## config.mk

```make
export PLATFORM = sky130hd
export DESIGN_NAME = seconds_counter_rtc
export DESIGN_NICKNAME = d
export VERILOG_FILES = /design/src/design/rtc_pkg.sv /design/src/design/seconds_counter_rtc.sv /design/src/design/tick_sync.sv
export SDC_FILE = /design/constraint.sdc
export NUM_CORES = 1
export LEC_CHECK = 0
export ABC_AREA = 1
export BUFFER_PORTS_ARGS = -buffer_cell sky130_fd_sc_hd__buf_2
export CAP_MARGIN = 20
export CORE_MARGIN = 4
export CORE_UTILIZATION = 50
export DETAILED_ROUTE_END_ITERATION = 10
export PLACE_DENSITY = 0.81
export SYNTH_ARGS = -nofsm -noshare
export SYNTH_HDL_FRONTEND = slang
export SYNTH_SLANG_ARGS = --single-unit
```

## constraint.sdc

```tcl
create_clock -name clk_i -period 2.3 [get_ports clk_i]
set_clock_uncertainty 0.1 [all_clocks]
set_input_delay 0.345 -clock clk_i [delete_from_list [all_inputs] [get_ports clk_i]]
set_output_delay 0.345 -clock clk_i [all_outputs]
set_load 0.03 [all_outputs]
```

## src/design/rtc_pkg.sv

```systemverilog
// constants, offsets and state codes for the seconds counter
// assumes the seconds counter and the bench import it; tick_sync does not
package rtc_pkg;

    // ********************************************************
    // bus widths and window decode
    // ********************************************************
    localparam int          ADDR_W    = 20;
    localparam int          DATA_W    = 32;
    localparam int          OFF_W     = 12;
    localparam logic [7:0]  WIN_PAGE  = 8'h17;   // window at 0x17000 in the chip select

    // ********************************************************
    // word offsets inside the window
    // ********************************************************
    localparam logic [11:0] OFF_COUNT = 12'h000; // read count, write preset
    localparam logic [11:0] OFF_MATCH = 12'h004; // alarm second
    localparam logic [11:0] OFF_MASK  = 12'h008; // bit 0 lets the interrupt out
    localparam logic [11:0] OFF_STAT  = 12'h00c; // read flags, write 1 clears alarm

    // ********************************************************
    // values after reset
    // ********************************************************
    localparam logic [31:0] COUNT_RST = 32'h0000_0000;
    localparam logic [31:0] MATCH_RST = 32'h0000_0000;
    localparam logic        PASS_RST  = 1'b0;    // interrupt masked out of reset
    localparam logic [31:0] DATA_ZERO = 32'h0000_0000;

    // ********************************************************
    // control states
    // ********************************************************
    typedef enum logic [1:0] {
        ST_LOAD = 2'b01,
        ST_RUN  = 2'b10
    } rtc_state_t;

endpackage

```

## src/design/seconds_counter_rtc.sv

```systemverilog
// seconds counter with alarm, mask and time-of-year mirror
// assumes a bus synchronous to clk_i and a time-of-year clock on the same clock
`timescale 1ns/1ps
`default_nettype none

// What this block does
// - once running, counter steps by one on each synchronised second tick that meets no preset
// - count readable any cycle, reading never changes it
// - alarm flag sets when the count steps onto the programmed match second
// - mask bit written by software gates the alarm onto the interrupt output
// - only accesses to page 0x17000 of the selected chip select are decoded
// - after reset the count waits for and takes the time-of-year value
// - every write into the window is forwarded to the time-of-year clock
module seconds_counter_rtc (
    input  wire logic                        clk_i,
    input  wire logic                        nrst_i,
    input  wire logic                        en_i,
    input  wire logic                        tick_i,
    input  wire logic                        alt_map_i,
    input  wire logic                        cs_legacy_i,
    input  wire logic                        cs_alt_i,
    input  wire logic [rtc_pkg::ADDR_W-1:0]  addr_i,
    input  wire logic                        we_i,
    input  wire logic                        re_i,
    input  wire logic [rtc_pkg::DATA_W-1:0]  wdata_i,
    input  wire logic                        toy_valid_i,
    input  wire logic [rtc_pkg::DATA_W-1:0]  toy_value_i,
    output logic      [rtc_pkg::DATA_W-1:0]  rdata_o,
    output logic                             rvalid_o,
    output logic                             irq_o,
    output logic                             running_o,
    output logic                             toy_wr_o,
    output logic      [rtc_pkg::OFF_W-1:0]   toy_waddr_o,
    output logic      [rtc_pkg::DATA_W-1:0]  toy_wdata_o
);
    import rtc_pkg::*;

    // ********************************************************
    // declarations
    // ********************************************************
    rtc_state_t        state;
    rtc_state_t        next_state;
    logic [DATA_W-1:0] count;
    logic [DATA_W-1:0] next_count;
    logic [DATA_W-1:0] match;
    logic [DATA_W-1:0] next_match;
    logic              pass;
    logic              next_pass;
    logic              raw;
    logic              next_raw;
    logic              next_irq;
    logic [DATA_W-1:0] next_rdata;
    logic              next_rvalid;
    logic              next_toy_wr;
    logic [OFF_W-1:0]  next_toy_waddr;
    logic [DATA_W-1:0] next_toy_wdata;
    logic              tick;
    logic              sel;
    logic              hit;
    logic [OFF_W-1:0]  off;
    logic              wr;
    logic              rd;
    logic              wr_count;
    logic              wr_clear;
    logic              alarm;
    logic [DATA_W-1:0] count_inc;

    // ********************************************************
    // second tick from the foreign oscillator
    // ********************************************************
    tick_sync u_tick (
        .clk_i  (clk_i),
        .nrst_i (nrst_i),
        .en_i   (en_i),
        .tick_i (tick_i),
        .tick_o (tick)
    );

    // ********************************************************
    // window decode
    // ********************************************************
    assign sel      = alt_map_i ? cs_alt_i : cs_legacy_i;
    assign hit      = sel && (addr_i[ADDR_W-1:OFF_W] == WIN_PAGE);
    assign off      = addr_i[OFF_W-1:0];
    assign wr       = hit & we_i;
    assign rd       = hit & re_i & ~we_i;   // write wins if both strobes are up
    assign wr_count = wr && (off == OFF_COUNT) && (state == ST_RUN);
    assign wr_clear = wr && (off == OFF_STAT) && wdata_i[0];
    assign count_inc = count + 32'h0000_0001;
    // a preset in the same cycle as a tick replaces the step, no alarm from it
    assign alarm    = (state == ST_RUN) && tick && !wr_count && (count_inc == match);

    // ********************************************************
    // next values of all control state
    // ********************************************************
    always_comb begin
        next_state = state;
        next_count = count;
        next_match = match;
        next_pass  = pass;
        case (state)
            ST_LOAD: begin
                // counting held off until the time-of-year value arrives
                if (toy_valid_i) begin
                    next_count = toy_value_i;
                    next_state = ST_RUN;
                end
            end
            ST_RUN: begin
                if (wr_count) begin
                    next_count = wdata_i;
                end else if (tick) begin
                    next_count = count_inc;
                end
            end
            default: begin
                next_state = ST_LOAD;
            end
        endcase
        if (wr && (off == OFF_MATCH)) begin
            next_match = wdata_i;
        end
        if (wr && (off == OFF_MASK)) begin
            next_pass = wdata_i[0];
        end
        // set wins over a clear in the same cycle
        next_raw = alarm | (raw & ~wr_clear);
        next_irq = next_raw & next_pass;
    end

    // read data and time-of-year mirror, one cycle after the strobe
    always_comb begin
        next_rdata = DATA_ZERO;
        if (rd) begin
            case (off)
                OFF_COUNT: next_rdata = count;
                OFF_MATCH: next_rdata = match;
                OFF_MASK:  next_rdata = {31'h0000_0000, pass};
                OFF_STAT:  next_rdata = {30'h0000_0000, raw & pass, raw};
                default:   next_rdata = DATA_ZERO;
            endcase
        end
        next_rvalid    = rd;
        next_toy_wr    = wr;
        next_toy_waddr = off;
        next_toy_wdata = wdata_i;
    end

    // ********************************************************
    // registers, all frozen while en_i is low
    // ********************************************************
    always_ff @(posedge clk_i or negedge nrst_i) begin
        if (!nrst_i) begin
            state       <= ST_LOAD;
            count       <= COUNT_RST;
            match       <= MATCH_RST;
            pass        <= PASS_RST;
            raw         <= 1'b0;
            irq_o       <= 1'b0;
            rdata_o     <= DATA_ZERO;
            rvalid_o    <= 1'b0;
            toy_wr_o    <= 1'b0;
            toy_waddr_o <= 12'h000;
            toy_wdata_o <= DATA_ZERO;
        end else if (en_i) begin
            state       <= next_state;
            count       <= next_count;
            match       <= next_match;
            pass        <= next_pass;
            raw         <= next_raw;
            irq_o       <= next_irq;
            rdata_o     <= next_rdata;
            rvalid_o    <= next_rvalid;
            toy_wr_o    <= next_toy_wr;
            toy_waddr_o <= next_toy_waddr;
            toy_wdata_o <= next_toy_wdata;
        end
    end

    // running flag is the state flop itself
    assign running_o = state[1];

    // ********************************************************
    // assertions
    // ********************************************************
    property p_count_step;
        @(posedge clk_i) disable iff (!nrst_i)
        (en_i && state == ST_RUN && tick && !wr_count) |=> (count == $past(count) + 32'h1);
    endproperty
    a_count_step: assert property (p_count_step) else $error("count did not step");

    property p_read_value;
        @(posedge clk_i) disable iff (!nrst_i)
        (en_i && rd && off == OFF_COUNT) |=> (rvalid_o && rdata_o == $past(count));
    endproperty
    a_read_value: assert property (p_read_value) else $error("bad count read");

    property p_read_quiet;
        @(posedge clk_i) disable iff (!nrst_i)
        (en_i && rd && state == ST_RUN && !tick) |=> $stable(count);
    endproperty
    a_read_quiet: assert property (p_read_quiet) else $error("read moved count");

    property p_alarm_set;
        @(posedge clk_i) disable iff (!nrst_i)
        (en_i && state == ST_RUN && tick && !wr_count && count + 32'h1 == match) |=> raw;
    endproperty
    a_alarm_set: assert property (p_alarm_set) else $error("alarm missed");

    property p_mask_gate;
        @(posedge clk_i) disable iff (!nrst_i)
        irq_o == (raw & pass);
    endproperty
    a_mask_gate: assert property (p_mask_gate) else $error("mask not applied");

    property p_decode;
        @(posedge clk_i) disable iff (!nrst_i)
        (en_i && we_i && !hit) |=> ($stable(match) && $stable(pass) && !toy_wr_o);
    endproperty
    a_decode: assert property (p_decode) else $error("write outside window took");

    property p_load;
        @(posedge clk_i) disable iff (!nrst_i)
        (en_i && state == ST_LOAD && toy_valid_i) |=>
            (count == $past(toy_value_i) && running_o);
    endproperty
    a_load: assert property (p_load) else $error("power-up load failed");

    property p_forward;
        @(posedge clk_i) disable iff (!nrst_i)
        (en_i && wr) |=> (toy_wr_o && toy_wdata_o == $past(wdata_i) && toy_waddr_o == $past(off));
    endproperty
    a_forward: assert property (p_forward) else $error("write not mirrored");

    property p_hold;
        @(posedge clk_i) disable iff (!nrst_i)
        (raw && !(en_i && wr_clear)) |=> raw;
    endproperty
    a_hold: assert property (p_hold) else $error("alarm dropped early");

endmodule
`default_nettype wire

```

## src/design/tick_sync.sv

```systemverilog
// second-tick synchroniser with rising edge detect
// assumes tick_i comes from a foreign oscillator, wider than two clk_i periods
`timescale 1ns/1ps
`default_nettype none

module tick_sync (
    input  wire logic clk_i,
    input  wire logic nrst_i,
    input  wire logic en_i,
    input  wire logic tick_i,
    output logic      tick_o
);

    logic meta;
    logic stable;
    logic prev;
    logic next_meta;
    logic next_stable;
    logic next_prev;

    // ********************************************************
    // two-flop crossing, edge taken only on the second stage
    // ********************************************************
    always_comb begin
        next_meta   = tick_i;
        next_stable = meta;   // meta feeds nothing else
        next_prev   = stable;
    end

    always_ff @(posedge clk_i or negedge nrst_i) begin
        if (!nrst_i) begin
            meta   <= 1'b0;
            stable <= 1'b0;
            prev   <= 1'b0;
        end else if (en_i) begin
            meta   <= next_meta;
            stable <= next_stable;
            prev   <= next_prev;
        end
    end

    // one pulse per rising edge of the second tick
    assign tick_o = stable & ~prev;

endmodule
`default_nettype wire

```

; ---- After elaboration in Yosys (flattened, before gate mapping)
; Cells that the tools add are included.
[word_totals]
reg_bits = 150
input_bits = 94
out_inout_bits = 80
wordCells = 62
[op_classes]
addsub = 1
n_eq_ne = 9
n_mux = 10
bitwise = 12
reduce_logical = 16
[ops]
columns = cell, count
row1 = 2-to-1 mux 32 bit, 4
row2 = case mux 32 bit (4 select lines), 1
row3 = case mux 32 bit (2 select lines), 1
row4 = "adder 32 x 1 -> 32 bit, second input constant", 1
row5 = equality test 32 bit, 1
row6 = "equality test 12 x 4 -> 1 bit, second input constant", 2
row7 = "equality test 12 x 3 -> 1 bit, second input constant", 1
row8 = zero test 12 bit, 1
row9 = logical AND 1 bit, 10
row10 = "equality test 8 x 5 -> 1 bit, second input constant", 1
row11 = AND 1 bit, 7
row12 = inverter 1 bit, 4
row13 = case mux 2 bit (2 select lines), 1
row14 = AND reduction 4 bit, 1
row15 = "inequality test 3 bit, second input constant", 1
row16 = AND reduction 3 bit, 1
row17 = "equality test 2 x 1 -> 1 bit, second input constant", 1
row18 = "equality test 2 bit, second input constant", 1
row19 = 2-to-1 mux 1 bit, 2
row20 = 2-to-1 mux 2 bit, 1
row21 = "inequality test 2 bit, second input constant", 1
row22 = AND reduction 2 bit, 1
row23 = nonzero test 2 bit, 1
row24 = zero test 1 bit, 1
row25 = OR 1 bit, 1

; ---- Logic depth before layout (Yosys ltp)
; Gate-level depths: netlist of the first run.
[depth]
depth_word = 10
depth_mapped = 17
ltp_nobuf = 17

; ---- By module
; From an unflattened synthesis of the first run, not the netlist that was laid out.
[hier_totals]
cells_unflattened = 1103
hier_area_um2 = 8271.7
[by_module_without_submodules]
columns = module, instances, cells_each, area_each_um2, seq_area_each_um2
row1 = seconds_counter_rtc, 1, 1088, 8151.6, 3679.8
row2 = tick_sync, 1, 15, 120.1, 75.1

; ---- Worst setup path after synthesis of the first run
; No wires, ideal clock.
[synth_timing]
kind = reg-to-reg
startpoint = reg state[1]
endpoint = reg count[11]
setup_ns = 0.135
arrival_ns = 1.839
required_time_ns = 2.065
path_slack_ns = 0.226
stages_incl_launch_ff = 8
path_buffers = 2
period_less_slack_ns = 2.074
path_cell_list = dfrtp_1 inv_1 nor2_1 buf_2 clkinv_1 clkbuf_1 a221oi_2 a22oi_1
[synth_via]
elab_chain_cells = 4
elab_cells_between_ends = 9
classes_between = eq/ne (4) / mux (2) / reduce/logical (3)
[synth_rtl]
columns = item, line_no
row1 = from (decl), seconds_counter_rtc.sv:41  ; rtc_state_t state;
row2 = from (signal assigned), seconds_counter_rtc.sv:166  ; state <= next_state;
row3 = equality test 2 bit, "seconds_counter_rtc.sv:87, seconds_counter_rtc.sv:101"
row4 = logical AND 1 bit, seconds_counter_rtc.sv:87  ; assign wr_count = wr && (off == OFF_COUNT) && (state == ST_RUN);
row5 = inequality test 3 bit (no line) or 2-to-1 mux 32 bit (tied branches), -
row6 = AND reduction 4 bit (no line) or case mux 32 bit (2 select lines) (tied branches), -
row7 = to (signal assigned), seconds_counter_rtc.sv:167  ; count <= next_count;
row8 = to (decl), seconds_counter_rtc.sv:43  ; logic [DATA_W-1:0] count;
; Parallel ways exist; a longest one is shown, timed or not.
; A chain may end at the register's enable or synchronous reset.

; ---- Final worst setup path of the first run
[layout_timing]
startpoint = reg count[1]
endpoint = reg raw
[layout_via]
elab_chain_cells = 4
[layout_rtl]
columns = item, line_no
row1 = adder 32 x 1 -> 32 bit, seconds_counter_rtc.sv:89  ; assign count_inc = count + 32'h0000_0001;
row2 = equality test 32 bit, seconds_counter_rtc.sv:91  ; assign alarm = (state == ST_RUN) && tick && !wr_count && (count_inc == match);
row3 = logical AND 1 bit, seconds_counter_rtc.sv:91
row4 = OR 1 bit, seconds_counter_rtc.sv:127  ; next_raw = alarm | (raw & ~wr_clear);
row5 = to (signal assigned), seconds_counter_rtc.sv:170  ; raw <= next_raw;
row6 = to (decl), seconds_counter_rtc.sv:49  ; logic raw;
; No other way between the ends.

==> metrics, run 1 <==
outcome=complete, but fails checks; failing checks=negative setup slack; Clock Tree Buf Depth=2; number of placed cells counting well taps=about 1500; x dimension of the die=~140 µm; Clk Tree Root Cell=sky130_fd_sc_hd__clkbuf_16; CTS tree=yes; first-pass iteration count of the detailed router=6; async set or reset register ratio after synthesis=1.000; arrival time of the worst setup path=roughly 2.6 ns; TritonCTS Buffers=17; pin count of the biggest net entering global routing=between 60 and 70; fraction of layout cells with a size suffix above 1=0.2395; shortest period the worst path allows=about 2.3 ns; data required time of the critical path=about 2.6 ns; final antenna-violating net count=0; post-synthesis sequential element count=150; via count=roughly 8700; internal power contribution=~6.4 mW; dpl ws=between 0.02 and 0.025 ns; count of placed standard cells in the final layout, fillers left out=about 1500; Final Power=10.36 mW; part of the power in combinational logic=0.348; primary flip-flop cell chosen by synthesis mapping=sky130_fd_sc_hd__dfrtp_1; max-slew violation total from the final report=0; total global routing track utilization=0.2871; Worst slew margin=0.6004; total number of placement rows=between 40 and 50; area fraction of the dominant cell type after synthesis=0.4482; cell breakdown of the critical path=buf_6 > nand2_1 > nor2_4 > nand3_2 > clkinv_1 > nand2_1 > nand2_1 > nand2_1 > nand2_1 > nand2_1 > nor2_1 > nand2_1 > nor2_1 > nand3_1 > nand2_1 > nand2_1 > nand2_1; top cells by area in the synthesized netlist=sky130_fd_sc_hd__dfrtp_1, sky130_fd_sc_hd__nand2_1, sky130_fd_sc_hd__o21ai_0; final-layout worst hold slack=approximately 0.020 ns; Synth Net Count=1184; launching point of the worst reg2reg path=count[1]$_DFFE_PN0P_; number of antenna cells inserted=0; leakage power total=around 5.3 nW; Synth Instances=approximately 1100; Tightest Pin Transition=roughly 0.6 ns; most used standard cell by instance count after synthesis=sky130_fd_sc_hd__nand2_1; endpoints failing setup=2; post-synthesis area per instance=7.639 µm²; Worst Reg2Reg Path Length in Cells=17; count of flip-flops with a built-in enable after synthesis=0; CP startpoint kind=flip-flop; worst vdd rail ir drop=between 600 and 700 µV; most area-hungry cell type in the Yosys netlist=sky130_fd_sc_hd__dfrtp_1; initial antenna violation count=2; wire length of the first global-routing pass=approximately 42000 µm; total number of yosys warnings=0; worst hold path depth=3; Slowest-stage cell, CP=sky130_fd_sc_hd__dfrtp_1; ranking of synthesized cells by instance count=sky130_fd_sc_hd__nand2_1, sky130_fd_sc_hd__dfrtp_1, sky130_fd_sc_hd__inv_1; Hold Path Origin=tick_i; proportion of power drawn by the clock network=0.319; Hold Violations, Final=0; setup slack of the most critical reg-to-reg path=-0.03 ns; Crit Path Category=reg2reg; detailed placement HPWL=19230 µm; vias in the first global route=just over 8000; overflow left after global routing=0; min setup slack post-route=-0.03178 ns; DRC violations left=0; GP Congestion=1.026; distinct cell type count of the synthesized netlist=39; cell area after synthesis=approximately 8300 µm²; largest fanout of any net on the critical path=4; area delta synth->final=25.82%; clock latency on the worst-skew pair=about 0.43 ns; Sw Ratio=0.3844; fmax=approximately 0.43 GHz; path class of the lowest-slack min-delay path=in2reg; number of nets in the finished design=1368; Core Box Area=16120 µm²; die outline height=between 100 and 150 µm; PwrDens=989.5 nW/µm²; net switching power=approximately 4 mW; wire length per cell after detailed routing=around 18 µm; vias per std cell=5.787; Reg clk slew, reported paths=0.06 ns; final WL=26550 µm; critical path endpoint category=flip-flop; RSZ-0062 raised after global routing=true; endpoint of the worst hold-timing path=u_tick.meta$_DFFE_PN0P_; starting DRC count in detailed routing=about 1100; ratio of final minimum period to clock period=1.014; Worst R2R End=raw$_DFFE_PN0P_; Clock Sink Count=150; sequential fraction of the synthesis area=0.4513; Slowest Stage Delay on Critical Path=around 0.40 ns; floorplan die area=about 19000 µm²; Reg power frac=0.332; starting density of the core=0.5162; Top cell by count, worst path=sky130_fd_sc_hd__nand2_1; number of buffers added on ports=between 150 and 200; I/O pin cnt=about 170; H-tree depth=4; number of max-capacitance violations reported=0
-- how the worst max path moves through the flow --
stage	from	to	slack (ns)
floorplan	state[1]$_DFFE_PN0P_	count[11]$_DFFE_PN0P_	0.23
global placement	count[0]$_DFFE_PN0P_	raw$_DFFE_PN0P_	0.05
detailed placement	addr_i[1]	count[6]$_DFFE_PN0P_	0.02
CTS	count[5]$_DFFE_PN0P_	raw$_DFFE_PN0P_	0.007
global route	count[1]$_DFFE_PN0P_	raw$_DFFE_PN0P_	-0.14
finish	count[1]$_DFFE_PN0P_	raw$_DFFE_PN0P_	-0.03
-- placed cells by master (no fill, tap or decap), types with 4 or more instances in the layout --
cell type and n:
sky130_fd_sc_hd__nor2_4 12, sky130_fd_sc_hd__nand2_4 5, sky130_fd_sc_hd__nand2_1 312, sky130_fd_sc_hd__inv_1 128, sky130_fd_sc_hd__buf_4 28, sky130_fd_sc_hd__clkbuf_16 17, sky130_fd_sc_hd__nor3_1 5, sky130_fd_sc_hd__a21oi_1 14
sky130_fd_sc_hd__nand2_2 11, sky130_fd_sc_hd__o21ai_0 101, sky130_fd_sc_hd__buf_12 7, sky130_fd_sc_hd__o22ai_1 32, sky130_fd_sc_hd__nand3_2 9, sky130_fd_sc_hd__clkinv_1 4, sky130_fd_sc_hd__a22oi_1 18, sky130_fd_sc_hd__bufinv_16 7
sky130_fd_sc_hd__buf_2 172, sky130_fd_sc_hd__a22o_1 32, sky130_fd_sc_hd__buf_6 4, sky130_fd_sc_hd__o221ai_1 11, sky130_fd_sc_hd__nor2_2 8, sky130_fd_sc_hd__nor2_1 65, sky130_fd_sc_hd__a221oi_2 9, sky130_fd_sc_hd__dfrtp_1 149
sky130_fd_sc_hd__a221oi_1 6, sky130_fd_sc_hd__nand4_1 10, sky130_fd_sc_hd__nand3_1 75, sky130_fd_sc_hd__o211ai_1 4
-- worst max-delay path: cells and delay by family (launching register included) --
| family | cells | cell delay, ns |
|---|---|---|
| flops | 1 | 0.40 |
| buf+inv | 2 | 0.21 |
| simple gates | 15 | 1.55 |
-- cells by family (layout without fill, tap and decap cells) --
logic type,Yosys count,in the layout,share of synthesized area
and+or+nand+nor,516,516,0.2698
buffers and inverters,183,380,0.08573
AOI/OAI and AO/OA,236,236,0.1868
DFF,150,150,0.4513
adders and majority gates,1,1,0.001504
xor gates and xnor gates,3,3,0.004813
-- per-stage QoR --
step | utilization | setup TNS (ns) | area [µm²]
after floorplan | - | 0 | 8319
after global placement | 0.5959 | 0 | 9603
after detailed placement | 0.5959 | 0 | 9603
after CTS | 0.6404 | 0 | 10320
after global routing | 0.6495 | -0.2614 | 10470
final | 0.6495 | -0.04765 | 10470
-- state kept, by name (all words and copies together) (netlist names) --
register,flops
toy_wr_o,1
irq_o,1
pass,1
toy_waddr_o,12
match,32
count,32
rvalid_o,1
rdata_o,32
state,2
raw,1
u_tick.meta,1
u_tick.prev,1
toy_wdata_o,32
u_tick.next_prev,1
-- timing repair --
item	4_1_cts	5_1_grt
pin swaps	1	15
resized for setup	3	29
cloned	0	0
hold endpoints to repair	45	0
setup endpoints to repair	2	5
buffers inserted	0	5
hold buffers	1	0
-- layer usage --
layer,up-vias,share of wire,GRT usage
met5,-,0.00098,0
met4,4,0.035,0.1014
met3,103,0.11,0.07647
met2,516,0.45,0.4379
met1,4058,0.41,0.3967
li1,4011,-,-
-- layout make-up --
| cell class | instances | area, µm² |
|---|---|---|
| Fill cell | 1322 | 5648 |
| Multi-Input combinational cell | 756 | 3968 |
| Sequential cell | 150 | 3755 |
| Timing Repair Buffer | 212 | 1266 |
| Inverter | 136 | 511.7 |
| Clock buffer | 17 | 425.4 |
| Clock inverter | 15 | 271.5 |
| Tap cell | 216 | 270.3 |
-- power groups by stage --
stage               Sequential [mW]  Clock, mW  Combinational (mW)
finish                         3.44       3.31                3.61
global route                   3.49       3.45                3.98
CTS                            3.40       3.32                3.37
detailed placement             3.43          0                3.33
global placement               3.43          0                3.27
floorplan                      3.49          0                2.25
Note: power is estimated with default switching activity, not from simulation.
==> inputs of run 2 (changes only) <==
--- a/config.mk
+++ b/config.mk
@@ -5,7 +5,6 @@
 export SDC_FILE = /design/constraint.sdc
 export NUM_CORES = 1
 export LEC_CHECK = 0
-export ABC_AREA = 1
 export BUFFER_PORTS_ARGS = -buffer_cell sky130_fd_sc_hd__buf_2
 export CAP_MARGIN = 20
 export CORE_MARGIN = 4
==> run 2 against run 1 <==
Compared with the run above: the run still ends with negative setup slack left; die area rose by 0.10%; sequential share of layout area fell by 2.4 points; critical path depth fell by 8; global-route usage fell by 0.87 points; non-clock buffer count rose by 130; clock power fell by 16%; clock-buffer cell count rose by 4; power fell by 5.2%; final area rose by 7.5%; hold slack improved by 0.036 ns; final cell count fell by 12%; highest routed layer is now met4.
==> metrics, run 2 <==
Final Power=9.820 mW (-5.2%); Worst slew margin=0.4697 (-0.1307); most area-hungry cell type in the Yosys netlist=sky130_fd_sc_hd__dfrtp_1; number of buffers added on ports=173 (unchanged); failing checks=negative setup slack; first-pass iteration count of the detailed router=6 (unchanged); part of the power in combinational logic=0.372 (+0.024); GP Congestion=0.9090 (-11%); ratio of final minimum period to clock period=1.326 (+0.3121); async set or reset register ratio after synthesis=1.000 (unchanged); total number of placement rows=46 (unchanged); most used standard cell by instance count after synthesis=sky130_fd_sc_hd__dfrtp_1; vias in the first global route=7900 (-1.8%); overflow left after global routing=0 (unchanged); fraction of layout cells with a size suffix above 1=0.4671 (+0.2276); Sw Ratio=0.3539 (-0.03049); DRC violations left=0 (unchanged); Reg power frac=0.346 (+0.014); wire length per cell after detailed routing=19.40 µm (+9.7%); I/O pin cnt=174 (unchanged); PwrDens=872.7 nW/µm² (-12%); total global routing track utilization=0.2784 (-0.008748); post-route core utilization=0.6982 (+0.04868); RSZ-0062 raised after global routing=true; floorplan die area=18790 µm² (+0.10%); endpoint of the worst hold-timing path=u_tick.meta$_DFFE_PN0P_; critical path endpoint category=flip-flop; outcome=complete, but fails checks; leakage power total=5.159 nW (-2.8%); leading cell type in the layout, fill and taps excluded=sky130_fd_sc_hd__buf_2; TritonCTS Buffers=17 (unchanged); met2 track demand over resource in global routing=0.4635 (+0.02561); area delta synth->final=35.11%; GRT busiest layer=met2; largest fanout of any net on the critical path=4 (unchanged); CP startpoint kind=flip-flop; primary flip-flop cell chosen by synthesis mapping=sky130_fd_sc_hd__dfrtp_1; endpoints failing setup=6 (+4); launching point of the worst reg2reg path=count[15]$_DFFE_PN0P_; Filler cells=1181 (-11%); number of antenna cells inserted=0 (unchanged); starting density of the core=0.5168 (+0.0005435); Tightest Pin Transition=0.7955 ns (+0.1961 ns); Worst R2R End=raw$_DFFE_PN0P_; starting DRC count in detailed routing=482 (-56%); shortest period the worst path allows=3.050 ns (+0.7177 ns); total number of yosys warnings=0 (unchanged); net switching power=3.475 mW (-13%); Synth Instances=809 (-26%); number of nets in the finished design=1192 (-13%); H-tree depth=4 (unchanged); pin count of the biggest net entering global routing=57 (-12%); routing usage on met1=0.3588 (-0.03786); x dimension of the die=137.1 µm (about the same); ranking of synthesized cells by instance count=sky130_fd_sc_hd__dfrtp_1, sky130_fd_sc_hd__mux2_2, sky130_fd_sc_hd__nor2_1; internal power contribution=6.345 mW (-0.49%); number of max-capacitance violations reported=0 (unchanged); path class of the lowest-slack min-delay path=in2reg; min setup slack post-route=-0.7495 ns (-0.7177 ns); area fraction of the dominant cell type after synthesis=0.4477 (-0.0004714); Synth Net Count=904 (-24%); proportion of power drawn by the clock network=0.282 (-0.037); Crit Path Category=reg2reg; post-synthesis sequential element count=150 (unchanged); via count=7734 (-11%); Hold Path Origin=tick_i; data required time of the critical path=2.58 ns (about the same); Reg clk slew, reported paths=0.06 ns (about the same); CTS tree=yes; worst vdd rail ir drop=631.6 µV (+1.8%); distinct cell type count of the synthesized netlist=71 (+82%); Core Box Area=16120 µm² (unchanged); met3 demand-to-capacity share in global routing=0.05625 (-0.02022); final antenna-violating net count=0 (unchanged); post-synthesis area per instance=10.29 µm² (+35%); detailed placement HPWL=18470 µm (-3.9%); cell area after synthesis=8328 µm² (+0.11%); initial antenna violation count=0 (-2); count of flip-flops with a built-in enable after synthesis=0 (unchanged); top library cells by usage in the layout, fill and taps aside=sky130_fd_sc_hd__buf_2, sky130_fd_sc_hd__buf_4, sky130_fd_sc_hd__dfrtp_1; setup slack of the most critical reg-to-reg path=-0.75 ns (-0.72 ns); Clk Tree Root Cell=sky130_fd_sc_hd__clkbuf_16; max-slew violation total from the final report=0 (unchanged); final WL=25710 µm (-3.2%); arrival time of the worst setup path=3.33 ns (+0.73 ns); fmax=0.3279 GHz (-24%); die outline height=137.1 µm (about the same); wire length of the first global-routing pass=40700 µm (-3.1%); Clock Sink Count=150 (unchanged); sequential fraction of the synthesis area=0.4509 (-0.0004747); top cells by area in the synthesized netlist=sky130_fd_sc_hd__dfrtp_1, sky130_fd_sc_hd__mux2_2, sky130_fd_sc_hd__o2bb2ai_1; Clock Tree Buf Depth=2 (unchanged); Hold Violations, Final=0 (unchanged); vias per std cell=5.837 (+0.86%); Worst Reg2Reg Path Length in Cells=9 (-8); worst hold path depth=2 (-1); clock latency on the worst-skew pair=0.43 ns (about the same)
## run 2: how the worst max path moves through the flow
stage,start,to,slack [ns]
after global routing,count[7]$_DFFE_PN0P_,irq_o$_DFFE_PN0P_,-0.90
after detailed placement,count[0]$_DFFE_PN0P_,irq_o$_DFFE_PN0P_,-0.79
after CTS,count[10]$_DFFE_PN0P_,irq_o$_DFFE_PN0P_,-0.74
final,count[15]$_DFFE_PN0P_,raw$_DFFE_PN0P_,-0.75
after floorplan,count[5]$_DFFE_PN0P_,irq_o$_DFFE_PN0P_,-0.71
after global placement,count[0]$_DFFE_PN0P_,irq_o$_DFFE_PN0P_,-0.73
## run 2: area by class of cell
cell class | count | area, µm² | share of cell area
multi-input combinational | 578 | 4394 | 0.3905
clock inverter | 10 | 105.1 | 0.009341
inverter | 8 | 30.03 | 0.002669
tap | 216 | 270.3 | 0.02402
timing repair buffer | 342 | 2230 | 0.1982
sequential | 150 | 3762 | 0.3344
clock buffer | 21 | 460.4 | 0.04092
## run 2: cell families after synthesis
kind of cell    synth area share
simple gates              0.1478
compound gates            0.1716
flops                     0.4509
mux                       0.1200
buf+inv                  0.05244
xor+xnor                 0.05574
fa+ha+maj               0.001502
## run 2: worst max-delay path: stages, from the launching register on
cell and delay, ns:
sky130_fd_sc_hd__dfrtp_1 0.36, sky130_fd_sc_hd__buf_4 0.12, sky130_fd_sc_hd__nand4_2 0.19, sky130_fd_sc_hd__or4_4 0.55
sky130_fd_sc_hd__nor3_4 0.20, sky130_fd_sc_hd__xnor2_1 0.07, sky130_fd_sc_hd__or4_1 0.52, sky130_fd_sc_hd__or4_1 0.48
sky130_fd_sc_hd__nor4_1 0.25, sky130_fd_sc_hd__a211o_1 0.14
## run 2: repair_timing
action | 4_1_cts | 5_1_grt
hold endpoints to repair | 45 | 0
buffers inserted | 4 | 4
pin swaps | 6 | 6
endpoints found under the setup margin | 10 | 16
resized for setup | 18 | 26
hold buffers | 1 | 0
## run 2: metal layers
metal | part of all wire | up-vias | routed length [µm]
li1 | - | 3555 | -
met1 | 0.41 | 3776 | 10570
met2 | 0.50 | 350 | 12810
met3 | 0.069 | 53 | 1777
met4 | 0.021 | 0 | 541
met5 | 0 | - | 0
## run 2: power by group through the flow
| stage | Sequential [mW] | Clock, mW | Combinational (mW) |
|---|---|---|---|
| final | 3.40 | 2.77 | 3.65 |
| after floorplan | 3.44 | 0 | 2.13 |
| after global placement | 3.39 | 0 | 3.35 |
| after detailed placement | 3.42 | 0 | 3.43 |
| after CTS | 3.39 | 2.79 | 3.54 |
| after global routing | 3.45 | 2.89 | 3.95 |
## run 2: through the flow
step / hold slack [ns] / setup slack, ns / TNS (ns) / instances / cell area [µm²]
4_1_cts: 0.03797 / -0.7350 / -1.714 / 1322 / 11140
5_1_grt: 0.05297 / -0.8962 / -2.850 / 1325 / 11250
2_1_floorplan: -0.05059 / -0.7062 / -1.421 / 809 / 8437
3_5_place_dp: 0.2284 / -0.7925 / -7.365 / 1286 / 10450
6_report: 0.05519 / -0.7495 / -1.758 / 1325 / 11250
3_3_place_gp: 0.2230 / -0.7307 / -5.258 / 1286 / 10450
==> inputs of run 3 (changes only) <==
--- a/config.mk
+++ b/config.mk
@@ -13,4 +13,5 @@
 export PLACE_DENSITY = 0.81
 export SYNTH_ARGS = -nofsm -noshare
 export SYNTH_HDL_FRONTEND = slang
+export SYNTH_HIERARCHICAL = 1
 export SYNTH_SLANG_ARGS = --single-unit
==> run 3 against run 2 <==
Compared with the run above: the run still ends with negative setup slack left; critical endpoint is now irq_o$_DFFE_PN0P_; global-route usage is 0.094 points lower; wire length is 1.6% lower; utilization is 0.51 points higher; hold slack worse by 0.0093 ns; critical path type unchanged.
==> metrics, run 3 <==
outcome=complete, but fails checks; failing checks=negative setup slack; clock latency on the worst-skew pair=0.44 ns (about the same); CP top delay family=simple AND/OR/NAND/NOR gates; RSZ-0062 raised after global routing=true; data required time of the critical path=2.57 ns (about the same); path class of the lowest-slack min-delay path=in2reg; final WL=25290 µm (-1.6%); number of nets in the finished design=1161 (-2.6%); endpoints failing setup=3 (-3); total number of placement rows=46 (unchanged); Slowest Stage Delay on Critical Path=0.54 ns (about the same); I/O pin cnt=174 (unchanged); largest fanout of any net on the critical path=6 (+2); most area-hungry cell type in the Yosys netlist=sky130_fd_sc_hd__dfrtp_1; Synth Net Count=900 (-0.44%); pin count of the biggest net entering global routing=55 (-3.5%); Total Negative Setup Slacks=-0.6626 ns (+1.095 ns); TritonCTS Buffers=17 (unchanged); most used standard cell by instance count after synthesis=sky130_fd_sc_hd__dfrtp_1; max-slew violation total from the final report=0 (unchanged); internal power contribution=6.605 mW (+4.1%); distinct cell type count of the synthesized netlist=67 (-5.6%); count of buffer and inverter cells on the critical path=2 (+1); leading cell type in the layout, fill and taps excluded=sky130_fd_sc_hd__buf_2; min setup slack post-route=-0.2648 ns (+0.4847 ns); post-synthesis sequential element count=150 (unchanged); post-synthesis area per instance=10.14 µm² (-1.5%); number of buffers added on ports=173 (unchanged); wire length per cell after detailed routing=19.53 µm (+0.65%); starting DRC count in detailed routing=633 (+31%); starting density of the core=0.5122 (-0.004527); shortest period the worst path allows=2.565 ns (-0.4847 ns); CP startpoint kind=flip-flop; first-pass iteration count of the detailed router=5 (-1); Clock Sink Count=150 (unchanged); fmax=0.3899 GHz (+19%); GP Congestion=0.9348 (+2.8%); x dimension of the die=135.8 µm (-0.92%); Reg clk slew, reported paths=0.07 ns (about the same); Clock Tree Buf Depth=2 (unchanged); async set or reset register ratio after synthesis=1.000 (unchanged); area fraction of the dominant cell type after synthesis=0.4566 (+0.008849); number of antenna cells inserted=0 (unchanged); proportion of power drawn by the clock network=0.285 (+0.003); Synth Instances=805 (-0.49%); PwrDens=918.6 nW/µm² (+5.3%); detailed placement HPWL=18210 µm (-1.4%); total global routing track utilization=0.2774 (-0.0009366); Reg power frac=0.333 (-0.013); ratio of final minimum period to clock period=1.115 (-0.2107); H-tree depth=4 (unchanged); top library cells by usage in the layout, fill and taps aside=sky130_fd_sc_hd__buf_2, sky130_fd_sc_hd__dfrtp_1, sky130_fd_sc_hd__buf_4; Hold Violations, Final=0 (unchanged); cell area after synthesis=8167 µm² (-1.9%); number of max-capacitance violations reported=0 (unchanged); Tightest Pin Transition=0.6161 ns (-0.1794 ns); ranking of synthesized cells by instance count=sky130_fd_sc_hd__dfrtp_1, sky130_fd_sc_hd__mux2_2, sky130_fd_sc_hd__nand2_1; final-layout worst hold slack=0.04585 ns (-0.009343 ns); top cells by area in the synthesized netlist=sky130_fd_sc_hd__dfrtp_1, sky130_fd_sc_hd__mux2_2, sky130_fd_sc_hd__a22oi_1; Clk Tree Root Cell=sky130_fd_sc_hd__clkbuf_16; Slowest-stage cell, CP=sky130_fd_sc_hd__or4_1; cell breakdown of the critical path=nand4_4 > buf_12 > buf_8 > or4_1 > a211oi_2 > o22ai_1 > nor4_1 > nand4_1 > o21ai_1; worst vdd rail ir drop=555.5 µV (-12%); arrival time of the worst setup path=2.83 ns (-0.50 ns); leakage power total=5.035 nW (-2.4%); Worst slew margin=0.5828 (+0.1131); critical path endpoint category=flip-flop; fraction of layout cells with a size suffix above 1=0.4486 (-0.01852); count of flip-flops with a built-in enable after synthesis=0 (unchanged); Core Box Area=15940 µm² (-1.1%); Crit Path Category=reg2reg; area delta synth->final=37.29%; initial antenna violation count=0 (unchanged); floorplan die area=18440 µm² (-1.8%); primary flip-flop cell chosen by synthesis mapping=sky130_fd_sc_hd__dfrtp_1; CTS tree=yes; vias in the first global route=7776 (-1.6%); total number of yosys warnings=6 (+6); DRC violations left=0 (unchanged); overflow left after global routing=0 (unchanged); sequential fraction of the synthesis area=0.4598 (+0.008911); wire length of the first global-routing pass=40300 µm (-1.0%); net switching power=3.695 mW (+6.3%); vias per std cell=5.902 (+1.1%); Sw Ratio=0.3588 (+0.004849); final antenna-violating net count=0 (unchanged); die outline height=135.8 µm (-0.92%); part of the power in combinational logic=0.382 (+0.010); via count=7643 (-1.2%)
-- run 3: cell count changes in the layout (fill, tap and decap cells not counted), moves of 13 or more --
| cell | change |
|---|---|
| sky130_fd_sc_hd__a211oi_1 | -13 |
| sky130_fd_sc_hd__a21oi_1 | -30 |
| sky130_fd_sc_hd__a22oi_1 | +13 |
| sky130_fd_sc_hd__buf_4 | -38 |
| sky130_fd_sc_hd__inv_1 | +35 |
| sky130_fd_sc_hd__nor2_1 | -23 |
| sky130_fd_sc_hd__o22ai_1 | +39 |
| sky130_fd_sc_hd__o2bb2ai_1 | -32 |
-- run 3: logic make-up (layout without fill, tap and decap cells) --
logic type      Yosys count  count (layout)  share of synthesized area
fa+ha+maj                 1               1                   0.001532
mux                      85              85                     0.1181
simple gates            212             212                     0.1436
compound gates          198             198                     0.1696
xor+xnor                 46              46                    0.05102
buf+inv                 113             387                    0.05638
flops                   150             150                     0.4598
-- run 3: repair_timing --
item,CTS,global route
cloned,0,0
setup endpoints to repair,6,13
buffers inserted,3,12
hold buffers,1,0
resized for setup,22,48
pin swaps,8,17
hold endpoints to repair,26,0
-- run 3: layer usage --
layer,part of all wire,vias to the layer above,GRT usage
met5,0,-,0
met4,0.019,0,0.08455
met3,0.073,38,0.05238
met2,0.49,344,0.4593
met1,0.42,3754,0.3723
li1,-,3507,-
-- run 3: area by class of cell --
class	instances	area, µm²
timing repair buffer	313	2095
inverter	42	157.7
tap	216	270.3
multi-input combinational	542	4308
clock buffer	21	470.5
fill	1177	4731
clock inverter	11	147.6
sequential	150	3764
-- run 3: through the flow --
step           instances  setup slack, ns  power (mW)  utilization  area (µm²)
2_1_floorplan        805         -0.06195       5.584            -        8285
3_3_place_gp        1248          -0.2319       6.911       0.6353       10130
3_5_place_dp        1248          -0.2886       6.963       0.6353       10130
4_1_cts             1284          -0.2109       10.04       0.6836       10900
5_1_grt             1295          -0.3824       10.77       0.7033       11210
6_report            1295          -0.2648       10.30       0.7033       11210
-- run 3: path summary, 6_finish.rpt --
check / startpoint / end / slack, ns / cells after the start
hold reg to reg: toy_wdata_o[31]$_DFFE_PN0P_ / toy_wdata_o[31]$_DFFE_PN0P_ / 0.40 / 1
max in group asynchronous: nrst_i / count[11]$_DFFE_PN0P_ / 1.23 / 3
setup / recovery: count[3]$_DFFE_PN0P_ / irq_o$_DFFE_PN0P_ / -0.26 / 9
hold / removal: tick_i / u_tick/meta$_DFFE_PN0P_ / 0.05 / 2
min in group asynchronous: nrst_i / match[30]$_DFFE_PN0P_ / 0.25 / 2
setup reg to reg: count[3]$_DFFE_PN0P_ / irq_o$_DFFE_PN0P_ / -0.26 / 9
-- run 3: power groups by stage --
stage / registers, mW / clock network, mW / logic [mW]
after floorplan: 3.44 / 0 / 2.15
after global placement: 3.40 / 0 / 3.51
after detailed placement: 3.42 / 0 / 3.55
after CTS: 3.39 / 2.96 / 3.69
after global routing: 3.48 / 3.08 / 4.22
final: 3.43 / 2.93 / 3.93
